## src/hdl/csi_pkg.sv

```systemverilog
// Constants, register map and carrier types of the codec serial interface.
// Contract
// - Loopback bit routes data output to input.
// - Clock direction bit picks clock pin direction.
// - Clock edge bit swaps change and sample edges.
// - Frame-sync direction bit picks frame pin direction.
// - Idle mode bit tri-states or zeroes disabled slots.
// - Mode field picks AC-Link 20/16, I2S, multichannel.
// - Buffer four words; length field sets interrupt spacing.
// - Frame-length field sets one to sixteen slots.
// - Word size is field value plus one.
// - Divider field sets generated bit clock rate.
// - Slot status reports currently active slot.
// - Overflow flag when unread receive word overwritten.
// - Receive-full flag when new receive data ready.
// - Underflow flag when stale transmit word needed.
// - Receive mask captures data only in enabled slots.
// - Transmit mask sends data only in enabled slots.
package csi_pkg;
	localparam logic [7:0] OFS_CTRL1 = 8'h00;
	localparam logic [7:0] OFS_CTRL2 = 8'h04;
	localparam logic [7:0] OFS_DIV   = 8'h08;
	localparam logic [7:0] OFS_STAT  = 8'h0c;
	localparam logic [7:0] OFS_RXMSK = 8'h10;
	localparam logic [7:0] OFS_TXMSK = 8'h14;
	localparam logic [7:0] OFS_IST   = 8'h18;
	localparam logic [7:0] OFS_IMSK  = 8'h1c;
	localparam logic [3:0] OFS_TXBUF = 4'h2;
	localparam logic [3:0] OFS_RXBUF = 4'h3;
	localparam int BIT_EN     = 15;
	localparam int BIT_LOOP   = 11;
	localparam int BIT_CKDIR  = 10;
	localparam int BIT_CKEDGE = 9;
	localparam int BIT_FSDIR  = 8;
	localparam int BIT_UNDERFLOW_MODE_BIT   = 7;
	localparam int BIT_IDLE   = 6;
	localparam int BIT_JUSTIFICATION_BIT   = 5;
	localparam int BIT_BUFFER_LENGTH_FIELD   = 10;
	localparam int BIT_FLEN   = 5;
	localparam int BIT_WS     = 0;
	localparam int IRQ_TXDONE = 0;
	localparam int IRQ_RXFULL = 1;
	localparam int IRQ_ROV    = 2;
	localparam int IRQ_TRANSMIT_UNDERFLOW_FLAG   = 3;
	localparam logic [4:0] WLEN_AC20  = 5'h14;
	localparam logic [4:0] WLEN_AC16  = 5'h10;
	localparam logic [4:0] SHIFT_W    = 5'h14;
	localparam logic [15:0] RST_WORD  = 16'h0000;

	typedef enum logic [1:0] {FM_MULTI, FM_I2S, FM_AC16, FM_AC20} csi_fmode_t;

	typedef struct packed {
		logic       en;
		logic       loop;
		logic       ckdir;
		logic       ckedge;
		logic       fsdir;
		logic       underflow_mode_bit;
		logic       idle;
		logic       justification_bit;
		csi_fmode_t mode;
	} csi_ctrl_t;

	typedef struct packed {
		logic [1:0] buffer_length_field;
		logic [3:0] flen;
		logic [3:0] ws;
	} csi_fmt_t;
endpackage : csi_pkg

```

## src/hdl/csi_top.sv

```systemverilog
// Codec serial interface: AHB-Lite registers, frame timing and serial shifter.
//
// Implementation choices: the AHB-Lite slave port and the address map.
`timescale 1ns/100ps
module csi_top #(
	parameter int DIV_W = 12
) (
	input  wire logic        CLK_I,
	input  wire logic        RST_I,
	input  wire logic        HSEL_I,
	input  wire logic [31:0] HADDR_I,
	input  wire logic [1:0]  HTRANS_I,
	input  wire logic        HWRITE_I,
	input  wire logic [2:0]  HSIZE_I,
	input  wire logic [31:0] HWDATA_I,
	input  wire logic        HREADY_I,
	output logic      [31:0] HRDATA_O,
	output logic             HREADYOUT_O,
	output logic             HRESP_O,
	input  wire logic        SCK_I,
	output logic             SCK_O,
	output logic             SCK_OE_O,
	input  wire logic        FS_I,
	output logic             FS_O,
	output logic             FS_OE_O,
	input  wire logic        SDI_I,
	output logic             SDO_O,
	output logic             SDO_OE_O,
	output logic             IRQ_O
);
	localparam int DEPTH = 4;

	csi_pkg::csi_ctrl_t ctrl_q;
	csi_pkg::csi_fmt_t  fmt_q;
	logic [DIV_W-1:0]   div_q;
	logic [15:0]        rxm_q;
	logic [15:0]        txm_q;
	logic [3:0]         ist_q;
	logic [3:0]         imsk_q;
	logic [3:0]         ev;
	logic               dp_q;
	logic               dwr_q;
	logic [7:0]         dadr_q;
	logic               acc;
	logic               wr;
	logic               rd;
	logic [31:0]        rmux;
	logic               sck_gen;
	logic               sck_lvl;
	logic               sck_old_q;
	logic               launch;
	logic               samp;
	logic               sdi;
	logic [4:0]         wlen;
	logic [4:0]         pbit_q;
	logic [4:0]         pbit_d;
	logic [3:0]         pslot_q;
	logic [3:0]         pslot_d;
	logic               run_q;
	logic               run_d;
	logic               fstart;
	logic [4:0]         dbit_q;
	logic [3:0]         dslot_q;
	logic               dval_q;
	logic [4:0]         nbit;
	logic [3:0]         nslot;
	logic               nval;
	logic               fs_smp_q;
	logic               fs_old_q;
	logic               fs_gen;
	logic [1:0]         txidx_q;
	logic [1:0]         rxidx_q;
	logic [3:0]         tx_new_q;
	logic [3:0]         rx_new_q;
	logic               receive_full_flag_q;
	logic [15:0]        last_q;
	logic [15:0]        tx_rdata;
	logic [15:0]        rx_rdata;
	logic [15:0]        tx_word;
	logic [19:0]        tx_load;
	logic [19:0]        tsh_q;
	logic [15:0]        rsh_q;
	logic               tx_take;
	logic               tx_act;
	logic               rx_last;
	logic [15:0]        rx_word;
	logic               twe;

	//////////////////////////////////////////////////////////////////////////////
	// AHB-Lite slave: every transfer takes exactly one wait state.

	assign acc = HSEL_I & HTRANS_I[1] & HREADY_I;
	assign wr  = dp_q & dwr_q;
	assign rd  = dp_q & ~dwr_q;

	always_ff @(posedge CLK_I or posedge RST_I) begin
		if (RST_I) begin
			dp_q        <= 1'b0;
			dwr_q       <= 1'b0;
			dadr_q      <= '0;
			HREADYOUT_O <= 1'b1;
		end else if (acc) begin
			dp_q        <= 1'b1;
			dwr_q       <= HWRITE_I;
			dadr_q      <= HADDR_I[7:0];
			HREADYOUT_O <= 1'b0;
		end else if (dp_q) begin
			dp_q        <= 1'b0;
			HREADYOUT_O <= 1'b1;
		end
	end

	always_ff @(posedge CLK_I or posedge RST_I) begin
		if (RST_I) begin
			HRESP_O <= 1'b0;
		end else begin
			HRESP_O <= 1'b0;
		end
	end

	always_ff @(posedge CLK_I or posedge RST_I) begin
		if (RST_I) begin
			ctrl_q <= '0;
			fmt_q  <= '0;
			div_q  <= '0;
			rxm_q  <= '0;
			txm_q  <= '0;
			imsk_q <= '0;
		end else if (wr) begin
			case (dadr_q)
				csi_pkg::OFS_CTRL1: begin
					ctrl_q.en     <= HWDATA_I[csi_pkg::BIT_EN];
					ctrl_q.loop   <= HWDATA_I[csi_pkg::BIT_LOOP];
					ctrl_q.ckdir  <= HWDATA_I[csi_pkg::BIT_CKDIR];
					ctrl_q.ckedge <= HWDATA_I[csi_pkg::BIT_CKEDGE];
					ctrl_q.fsdir  <= HWDATA_I[csi_pkg::BIT_FSDIR];
					ctrl_q.underflow_mode_bit   <= HWDATA_I[csi_pkg::BIT_UNDERFLOW_MODE_BIT];
					ctrl_q.idle   <= HWDATA_I[csi_pkg::BIT_IDLE];
					ctrl_q.justification_bit   <= HWDATA_I[csi_pkg::BIT_JUSTIFICATION_BIT];
					ctrl_q.mode   <= csi_pkg::csi_fmode_t'(HWDATA_I[1:0]);
				end
				csi_pkg::OFS_CTRL2: begin
					fmt_q.buffer_length_field <= HWDATA_I[csi_pkg::BIT_BUFFER_LENGTH_FIELD +: 2];
					fmt_q.flen <= HWDATA_I[csi_pkg::BIT_FLEN +: 4];
					fmt_q.ws   <= HWDATA_I[csi_pkg::BIT_WS +: 4];
				end
				csi_pkg::OFS_DIV:   div_q  <= HWDATA_I[DIV_W-1:0];
				csi_pkg::OFS_RXMSK: rxm_q  <= HWDATA_I[15:0];
				csi_pkg::OFS_TXMSK: txm_q  <= HWDATA_I[15:0];
				csi_pkg::OFS_IMSK:  imsk_q <= HWDATA_I[3:0];
				default: begin
				end
			endcase
		end
	end

	always_comb begin
		rmux = '0;
		case (dadr_q)
			csi_pkg::OFS_CTRL1: rmux[15:0] = {ctrl_q.en, 3'h0, ctrl_q.loop, ctrl_q.ckdir,
				ctrl_q.ckedge, ctrl_q.fsdir, ctrl_q.underflow_mode_bit, ctrl_q.idle, ctrl_q.justification_bit, 3'h0,
				ctrl_q.mode};
			csi_pkg::OFS_CTRL2: rmux[15:0] = {4'h0, fmt_q.buffer_length_field, 1'b0, fmt_q.flen, 1'b0,
				fmt_q.ws};
			csi_pkg::OFS_DIV:   rmux[DIV_W-1:0] = div_q;
			csi_pkg::OFS_STAT:  rmux[15:0] = {4'h0, dslot_q, 4'h0, ist_q[csi_pkg::IRQ_ROV],
				receive_full_flag_q, ist_q[csi_pkg::IRQ_TRANSMIT_UNDERFLOW_FLAG], ~|tx_new_q};
			csi_pkg::OFS_RXMSK: rmux[15:0] = rxm_q;
			csi_pkg::OFS_TXMSK: rmux[15:0] = txm_q;
			csi_pkg::OFS_IST:   rmux[3:0]  = ist_q;
			csi_pkg::OFS_IMSK:  rmux[3:0]  = imsk_q;
			default: begin
				if (dadr_q[7:4] == csi_pkg::OFS_RXBUF) begin
					rmux[15:0] = rx_rdata;
				end
			end
		endcase
	end

	always_ff @(posedge CLK_I or posedge RST_I) begin
		if (RST_I) begin
			HRDATA_O <= '0;
		end else if (rd) begin
			HRDATA_O <= rmux;
		end
	end

	//////////////////////////////////////////////////////////////////////////////
	// Interrupt status: hardware set wins over a write-one clear in one cycle.

	always_ff @(posedge CLK_I or posedge RST_I) begin
		if (RST_I) begin
			ist_q <= '0;
		end else if (wr && dadr_q == csi_pkg::OFS_IST) begin
			ist_q <= (ist_q & ~HWDATA_I[3:0]) | ev;
		end else begin
			ist_q <= ist_q | ev;
		end
	end

	always_ff @(posedge CLK_I or posedge RST_I) begin
		if (RST_I) begin
			IRQ_O <= 1'b0;
		end else begin
			IRQ_O <= |(ist_q & imsk_q);
		end
	end

	//////////////////////////////////////////////////////////////////////////////
	// Serial clock and edge selection.

	csi_clkdiv #(
		.DW (DIV_W)
	) u_div (
		.clk_i (CLK_I),
		.rst_i (RST_I),
		.run_i (ctrl_q.en & ~ctrl_q.ckdir),
		.div_i (div_q),
		.sck_o (sck_gen)
	);

	assign SCK_O   = sck_gen;
	assign sck_lvl = ctrl_q.ckdir ? SCK_I : sck_gen;
	assign launch  = ctrl_q.en & (ctrl_q.ckedge ? (~sck_lvl & sck_old_q)
		: (sck_lvl & ~sck_old_q));
	assign samp    = ctrl_q.en & (ctrl_q.ckedge ? (sck_lvl & ~sck_old_q)
		: (~sck_lvl & sck_old_q));
	assign sdi     = ctrl_q.loop ? SDO_O : SDI_I;

	always_ff @(posedge CLK_I or posedge RST_I) begin
		if (RST_I) begin
			sck_old_q <= 1'b0;
			SCK_OE_O  <= 1'b0;
			FS_OE_O   <= 1'b0;
		end else begin
			sck_old_q <= ctrl_q.en & sck_lvl;
			SCK_OE_O  <= ctrl_q.en & ~ctrl_q.ckdir;
			FS_OE_O   <= ctrl_q.en & ~ctrl_q.fsdir;
		end
	end

	//////////////////////////////////////////////////////////////////////////////
	// Frame position; data counters lag one bit when justification is clear.

	always_comb begin
		case (ctrl_q.mode)
			csi_pkg::FM_AC20: wlen = csi_pkg::WLEN_AC20;
			csi_pkg::FM_AC16: wlen = csi_pkg::WLEN_AC16;
			default:          wlen = {1'b0, fmt_q.ws} + 5'h01;
		endcase
		if (ctrl_q.fsdir) begin
			fstart = fs_smp_q & ~fs_old_q;
		end else begin
			fstart = ~run_q | ((pbit_q == wlen - 5'h01) && (pslot_q == fmt_q.flen));
		end
		run_d = run_q | fstart;
		if (fstart) begin
			pbit_d  = '0;
			pslot_d = '0;
		end else if (pbit_q == wlen - 5'h01) begin
			pbit_d  = '0;
			pslot_d = pslot_q + 4'h1;
		end else begin
			pbit_d  = pbit_q + 5'h01;
			pslot_d = pslot_q;
		end
		nbit  = ctrl_q.justification_bit ? pbit_d : pbit_q;
		nslot = ctrl_q.justification_bit ? pslot_d : pslot_q;
		nval  = ctrl_q.justification_bit ? run_d : run_q;
		case (ctrl_q.mode)
			csi_pkg::FM_MULTI: fs_gen = (pbit_d == 5'h00) && (pslot_d == 4'h0);
			csi_pkg::FM_I2S:   fs_gen = pslot_d[0];
			default:           fs_gen = (pslot_d == 4'h0);
		endcase
	end

	always_ff @(posedge CLK_I or posedge RST_I) begin
		if (RST_I) begin
			pbit_q   <= '0;
			pslot_q  <= '0;
			run_q    <= 1'b0;
			dbit_q   <= '0;
			dslot_q  <= '0;
			dval_q   <= 1'b0;
			fs_smp_q <= 1'b0;
			fs_old_q <= 1'b0;
			FS_O     <= 1'b0;
		end else if (!ctrl_q.en) begin
			pbit_q   <= '0;
			pslot_q  <= '0;
			run_q    <= 1'b0;
			dbit_q   <= '0;
			dslot_q  <= '0;
			dval_q   <= 1'b0;
			fs_smp_q <= 1'b0;
			fs_old_q <= 1'b0;
			FS_O     <= 1'b0;
		end else begin
			if (samp) begin
				fs_smp_q <= FS_I;
			end
			if (launch) begin
				pbit_q   <= pbit_d;
				pslot_q  <= pslot_d;
				run_q    <= run_d;
				dbit_q   <= nbit;
				dslot_q  <= nslot;
				dval_q   <= nval;
				fs_old_q <= fs_smp_q;
				FS_O     <= ~ctrl_q.fsdir & fs_gen;
			end
		end
	end

	//////////////////////////////////////////////////////////////////////////////
	// Transmit path: a word is fetched at the first bit of each enabled slot.

	assign tx_act  = nval & txm_q[nslot];
	assign tx_take = launch & tx_act & (nbit == 5'h00);

	always_comb begin
		if (tx_new_q[txidx_q]) begin
			tx_word = tx_rdata;
		end else begin
			tx_word = ctrl_q.underflow_mode_bit ? last_q : csi_pkg::RST_WORD;
		end
		tx_load = {tx_word, 4'h0} << ((wlen > csi_pkg::WLEN_AC16) ? 5'h00
			: (csi_pkg::WLEN_AC16 - wlen));
	end

	assign twe = wr & (dadr_q[7:4] == csi_pkg::OFS_TXBUF);

	csi_mem #(
		.W (16),
		.D (DEPTH)
	) u_txmem (
		.clk_i   (CLK_I),
		.rst_i   (RST_I),
		.we_i    (twe),
		.waddr_i (dadr_q[3:2]),
		.wdata_i (HWDATA_I[15:0]),
		.raddr_i (txidx_q),
		.rdata_o (tx_rdata)
	);

	always_ff @(posedge CLK_I or posedge RST_I) begin
		if (RST_I) begin
			tsh_q    <= '0;
			last_q   <= csi_pkg::RST_WORD;
			SDO_O    <= 1'b0;
			SDO_OE_O <= 1'b0;
		end else if (!ctrl_q.en) begin
			SDO_O    <= 1'b0;
			SDO_OE_O <= 1'b0;
		end else if (launch) begin
			SDO_OE_O <= tx_act | ~ctrl_q.idle;
			if (tx_take) begin
				last_q <= tx_word;
				SDO_O  <= tx_load[19];
				tsh_q  <= tx_load << 1;
			end else begin
				SDO_O  <= tx_act & tsh_q[19];
				tsh_q  <= tsh_q << 1;
			end
		end
	end

	always_ff @(posedge CLK_I or posedge RST_I) begin
		if (RST_I) begin
			txidx_q  <= '0;
			tx_new_q <= '0;
		end else begin
			if (!ctrl_q.en) begin
				txidx_q <= '0;
			end else if (tx_take) begin
				txidx_q <= (txidx_q == fmt_q.buffer_length_field) ? 2'h0 : txidx_q + 2'h1;
			end
			tx_new_q <= (tx_new_q & ~({3'h0, tx_take} << txidx_q))
				| ({3'h0, twe} << dadr_q[3:2]);
		end
	end

	//////////////////////////////////////////////////////////////////////////////
	// Receive path: the last bit of an enabled slot writes the buffer.

	assign rx_last = samp & dval_q & rxm_q[dslot_q] & (dbit_q == wlen - 5'h01);
	assign rx_word = {rsh_q[14:0], sdi};

	always_ff @(posedge CLK_I or posedge RST_I) begin
		if (RST_I) begin
			rsh_q <= '0;
		end else if (samp && dval_q && rxm_q[dslot_q]) begin
			rsh_q <= rx_word;
		end
	end

	csi_mem #(
		.W (16),
		.D (DEPTH)
	) u_rxmem (
		.clk_i   (CLK_I),
		.rst_i   (RST_I),
		.we_i    (rx_last),
		.waddr_i (rxidx_q),
		.wdata_i (rx_word),
		.raddr_i (HADDR_I[3:2]),
		.rdata_o (rx_rdata)
	);

	always_comb begin
		ev = '0;
		ev[csi_pkg::IRQ_TXDONE] = tx_take & (txidx_q == fmt_q.buffer_length_field);
		ev[csi_pkg::IRQ_RXFULL] = rx_last & (rxidx_q == fmt_q.buffer_length_field);
		ev[csi_pkg::IRQ_ROV]    = rx_last & rx_new_q[rxidx_q];
		ev[csi_pkg::IRQ_TRANSMIT_UNDERFLOW_FLAG]   = tx_take & ~tx_new_q[txidx_q];
	end

	always_ff @(posedge CLK_I or posedge RST_I) begin
		if (RST_I) begin
			rxidx_q  <= '0;
			rx_new_q <= '0;
			receive_full_flag_q   <= 1'b0;
		end else begin
			if (!ctrl_q.en) begin
				rxidx_q <= '0;
			end else if (rx_last) begin
				rxidx_q <= (rxidx_q == fmt_q.buffer_length_field) ? 2'h0 : rxidx_q + 2'h1;
			end
			rx_new_q <= (rx_new_q & ~({3'h0, rd && dadr_q[7:4] == csi_pkg::OFS_RXBUF}
				<< dadr_q[3:2])) | ({3'h0, rx_last} << rxidx_q);
			if (ev[csi_pkg::IRQ_RXFULL]) begin
				receive_full_flag_q <= 1'b1;
			end else if (rd && dadr_q[7:4] == csi_pkg::OFS_RXBUF
				&& dadr_q[3:2] == fmt_q.buffer_length_field) begin
				receive_full_flag_q <= 1'b0;
			end
		end
	end
endmodule : csi_top

```

## src/hdl/csi_clkdiv.sv

```systemverilog
// Bit-clock generator: output toggles every div_i+1 clock cycles.
`timescale 1ns/100ps
module csi_clkdiv #(
	parameter int DW = 12
) (
	input  wire logic          clk_i,
	input  wire logic          rst_i,
	input  wire logic          run_i,
	input  wire logic [DW-1:0] div_i,
	output logic               sck_o
);
	logic [DW-1:0] cnt_q;

	always_ff @(posedge clk_i or posedge rst_i) begin
		if (rst_i) begin
			cnt_q <= '0;
			sck_o <= 1'b0;
		end else if (!run_i) begin
			cnt_q <= '0;
			sck_o <= 1'b0;
		end else if (cnt_q >= div_i) begin
			cnt_q <= '0;
			sck_o <= ~sck_o;
		end else begin
			cnt_q <= cnt_q + 1'b1;
		end
	end
endmodule : csi_clkdiv

```

## src/hdl/csi_mem.sv

```systemverilog
// Small sample buffer with one write port and a registered read port.
`timescale 1ns/100ps
module csi_mem #(
	parameter int W = 16,
	parameter int D = 4
) (
	input  wire logic                 clk_i,
	input  wire logic                 rst_i,
	input  wire logic                 we_i,
	input  wire logic [$clog2(D)-1:0] waddr_i,
	input  wire logic [W-1:0]         wdata_i,
	input  wire logic [$clog2(D)-1:0] raddr_i,
	output logic      [W-1:0]         rdata_o
);
	logic [W-1:0] mem [D];

	always_ff @(posedge clk_i) begin
		if (we_i) begin
			mem[waddr_i] <= wdata_i;
		end
	end

	always_ff @(posedge clk_i or posedge rst_i) begin
		if (rst_i) begin
			rdata_o <= '0;
		end else begin
			rdata_o <= mem[raddr_i];
		end
	end
endmodule : csi_mem

```

## config.mk

```make
export PLATFORM = sky130hd
export DESIGN_NAME = csi_top
export DESIGN_NICKNAME = d
export VERILOG_FILES = /design/src/hdl/csi_pkg.sv /design/src/hdl/csi_top.sv /design/src/hdl/csi_clkdiv.sv /design/src/hdl/csi_mem.sv
export SDC_FILE = /design/constraint.sdc
export NUM_CORES = 1
export LEC_CHECK = 0
export BUFFER_PORTS_ARGS = -buffer_cell sky130_fd_sc_hd__clkbuf_2
export CAP_MARGIN = 10
export CORE_ASPECT_RATIO = 0.8
export CORE_UTILIZATION = 25
export CTS_CLUSTER_SIZE = 12
export DETAILED_ROUTE_END_ITERATION = 8
export PLACE_DENSITY = 0.49
export SLEW_MARGIN = 40
export SYNTH_ARGS = -nofsm -noshare
export SYNTH_HDL_FRONTEND = slang
export SYNTH_SLANG_ARGS = --single-unit
```

## constraint.sdc

```tcl
create_clock -name CLK_I -period 14.15 [get_ports CLK_I]
set_input_delay 0.7075 -clock CLK_I [delete_from_list [all_inputs] [get_ports CLK_I]]
set_output_delay 0.7075 -clock CLK_I [all_outputs]
set_load 0.02 [all_outputs]
```

==> results_dict.tcl <==
set metrics [dict create \
    status "finished, final reports clean" \
    hp-class "in -> async" \
    syn_area_per_cell_sq_um 12.7 \
    routed_wl_um 46200 \
    drc 0 \
    wire_per_inst_um 20.6 \
    io_pins 118 \
    critical_path_class "reg -> reg" \
    yosysSeqAreaShare 0.579 \
    period_share 0.362 \
    async_flop_share 0.644 \
    cts_tree "built" \
    ctsResizeCount 0 \
    start_kind "flip-flop" \
    syn_inst 1309 \
    vias 10900 \
    drv_cap 0 \
    cp_max_fo 17 \
    synth_edf_count 128 \
    cp_data_required_time_ns 14.62 \
    syn_area_sq_um 16700 \
    synth-seq-cells 360 \
    fp.dieW_um 291 \
    dp.final_hpwl_um 31900 \
    num_rows 84 \
    drtPass1Iterations 6 \
    yosysMostFrequentCell "dfrtp_1" \
    ys_types 80 \
    die_area_sq_um 67700 \
    netlist.area_leader.share 0.347 \
    finalWeightedCongestion 0.841 \
    cts_buffers 40 \
    crit_arrival_ns 5.60 \
    rsz0062_at_grt "no" \
    htree_levels 2 \
    endpoint_kind "flip-flop" \
    p_leak_nw 7.73 \
    grt_use_total 0.137 \
    core_area_sq_um 65800 \
    drive_above_1_share 0.224 \
    insertion_delay_ns 0.56 \
    clkSlewWorstSetupHoldPaths_ns 0.06 \
    cellPowerDensity_nw_per_um2 129 \
    skew_ns 0.0243 \
    antenna_found_initial 1 \
    port_buffers 56 \
    globalRouteOverflowTotal 0 \
    max_freq_mhz 195 \
    yosys-top-cells-area "dfrtp_1, edfxtp_1, mux2_2" \
    clock_path_buffers 3 \
    fin_hold_ws_ns 0.150 \
    final_antenna_net_count 0 \
    synth_ff_type "dfrtp_1" \
    initial_core_util 0.253 \
    vias_per_cell 4.86 \
    rr_worst_depth 16 \
    drv_slew 0 \
    multi_input_area_sq_um 6540 \
    finalCriticalPeriod_ns 5.12 \
    post_cts_buffers 0 \
    syn2layout_area_growth_pct 15.0 \
    slew_headroom 0.454 \
    die_h_um 233 \
    tns_ns 0 \
    fill_cells 6741 \
    first_iter_violations 1007 \
    postCtsHoldBufs 0 \
    final_nets 1454 \
    grt_start_max_net_pins 78 \
    ir_drop_uv 75.4 \
    final_cells 2248 \
    dp.cells 2173 \
    hold_viol_final 0 \
    cts_root_buf "clkbuf_16" \
    finalSetupViolations 0 \
    yosysWarnings 0 \
    grt_pass1_vias 11100 \
    synth_top_cells_by_count "dfrtp_1, edfxtp_1, nand2_1" \
    total_power_mw 2.48 \
    yosys.area.top_type "dfrtp_1" \
    tightest_slew_ns 0.813 \
    cts_sinks 360 \
    grt_pass1_wl_um 71000 \
    final-seq-area_sq_um 9650 \
]
==> worst max-delay path: stages (launching register included) <==
cell,delay (ns)
dfrtp_1,0.59
nor2_1,0.35
inv_1,0.13
ha_1,0.35
xor2_1,0.15
o31a_1,0.18
nand3_1,0.12
nor4b_2,0.28
buf_4,0.25
nand3_1,0.34
a21boi_0,0.27
a311oi_1,0.08
o311ai_2,0.57
nand3_1,0.50
buf_4,0.37
nor2_4,0.29
a22o_1,0.20
==> cell type report <==
class,count,share of cell area
Antenna cell,1,0.000131
Clock buffer,57,0.0571
Clock inverter,17,0.00868
Inverter,40,0.00823
Multi-Input combinational cell,834,0.341
Sequential cell,360,0.504
Tap cell,860,0.0561
Timing Repair Buffer,79,0.0249
==> power by group <==
part           total [mW]  internal [mW]  switching (mW)  leakage [nW]
Clock                1.02          0.582           0.441         0.623
Sequential           1.18           1.13          0.0551          4.15
Combinational       0.271         0.0957           0.176          2.95
Total                2.48           1.80           0.672          7.73
==> cell families (layout without fill, tap and decap cells) <==
| group | count (synthesis) | after routing | synth area share |
|---|---|---|---|
| adder cells (fa/ha/maj) | 22 | 22 | 0.0165 |
| buffers and inverters | 131 | 193 | 0.0353 |
| XOR/XNOR | 34 | 34 | 0.0187 |
| multiplexers | 167 | 167 | 0.138 |
| AND/OR/NAND/NOR | 316 | 316 | 0.0922 |
| flip-flops | 360 | 360 | 0.579 |
| other | 1 | 18 | 0.000225 |
| AO/OA/AOI/OAI | 278 | 278 | 0.120 |
==> layer usage <==
| metal | vias to the layer above | GRT usage | routed length [um] |
|---|---|---|---|
| li1 | 4982 | - | - |
| met1 | 5599 | 0.197 | 22300 |
| met2 | 291 | 0.209 | 20300 |
| met3 | 60 | 0.0330 | 2890 |
| met4 | 0 | 0.0271 | 695 |
| met5 | - | 0 | 0 |
==> through the flow <==
stage	util	cell area (sq um)	worst slack, ns
floorplan	-	16700	7.08
global placement	0.271	17800	9.17
detailed placement	0.272	17900	9.07
CTS	0.291	19200	9.04
global route	0.291	19200	8.59
finish	0.291	19200	9.03
==> placed cells by master (no fill, tap or decap), types with 11 or more instances in the layout <==
cell type	count
and3_1	25
xor2_1	20
ha_1	22
a31oi_1	16
mux4_2	41
o21ai_0	45
nand2b_1	13
xnor2_1	13
buf_4	21
a21oi_1	47
a22o_1	16
mux2i_1	29
nand3_1	25
a211oi_1	28
dfrtp_1	230
nor2_1	76
a22oi_1	21
clkbuf_1	14
nand2_1	100
a221oi_1	13
clkbuf_16	40
mux2_2	95
o31ai_1	11
a21o_1	11
conb_1	17
nor3_1	17
edfxtp_1	128
inv_1	38
clkbuf_2	56
==> sequential cells by signal, indices dropped and copies added, names as in the netlist, 5 cells and up <==
name and flops:
HRDATA_O 16, u_div.cnt_q 12, u_txmem.rdata_o 16, last_q 16
rsh_q 15, rxm_q 16, txm_q 16, dadr_q 8
fmt_q 10, tsh_q 15, u_rxmem.mem 64, div_q 12
dbit_q 5, pbit_q 5, u_txmem.mem 64, ctrl_q 10
u_rxmem.rdata_o 16
==> worst paths after layout <==
check / start / to / slack [ns]
max: ctrl_q[1]$_DFFE_PP0P_ / last_q[2]$_DFFE_PP0P_ / 9.03
min: RST_I / dadr_q[7]$_DFFE_PP0P_ / 0.15
max reg2reg: ctrl_q[1]$_DFFE_PP0P_ / last_q[2]$_DFFE_PP0P_ / 9.03
min reg2reg: tsh_q[7]$_DFFE_PP0P_ / tsh_q[8]$_DFFE_PP0P_ / 0.48
max in group asynchronous: RST_I / HRDATA_O[1]$_DFFE_PP0P_ / 12.52
min in group CLK_I: HADDR_I[1] / dadr_q[1]$_DFFE_PP0P_ / 0.40
No activity file was read; power rests on OpenSTA's default activity.
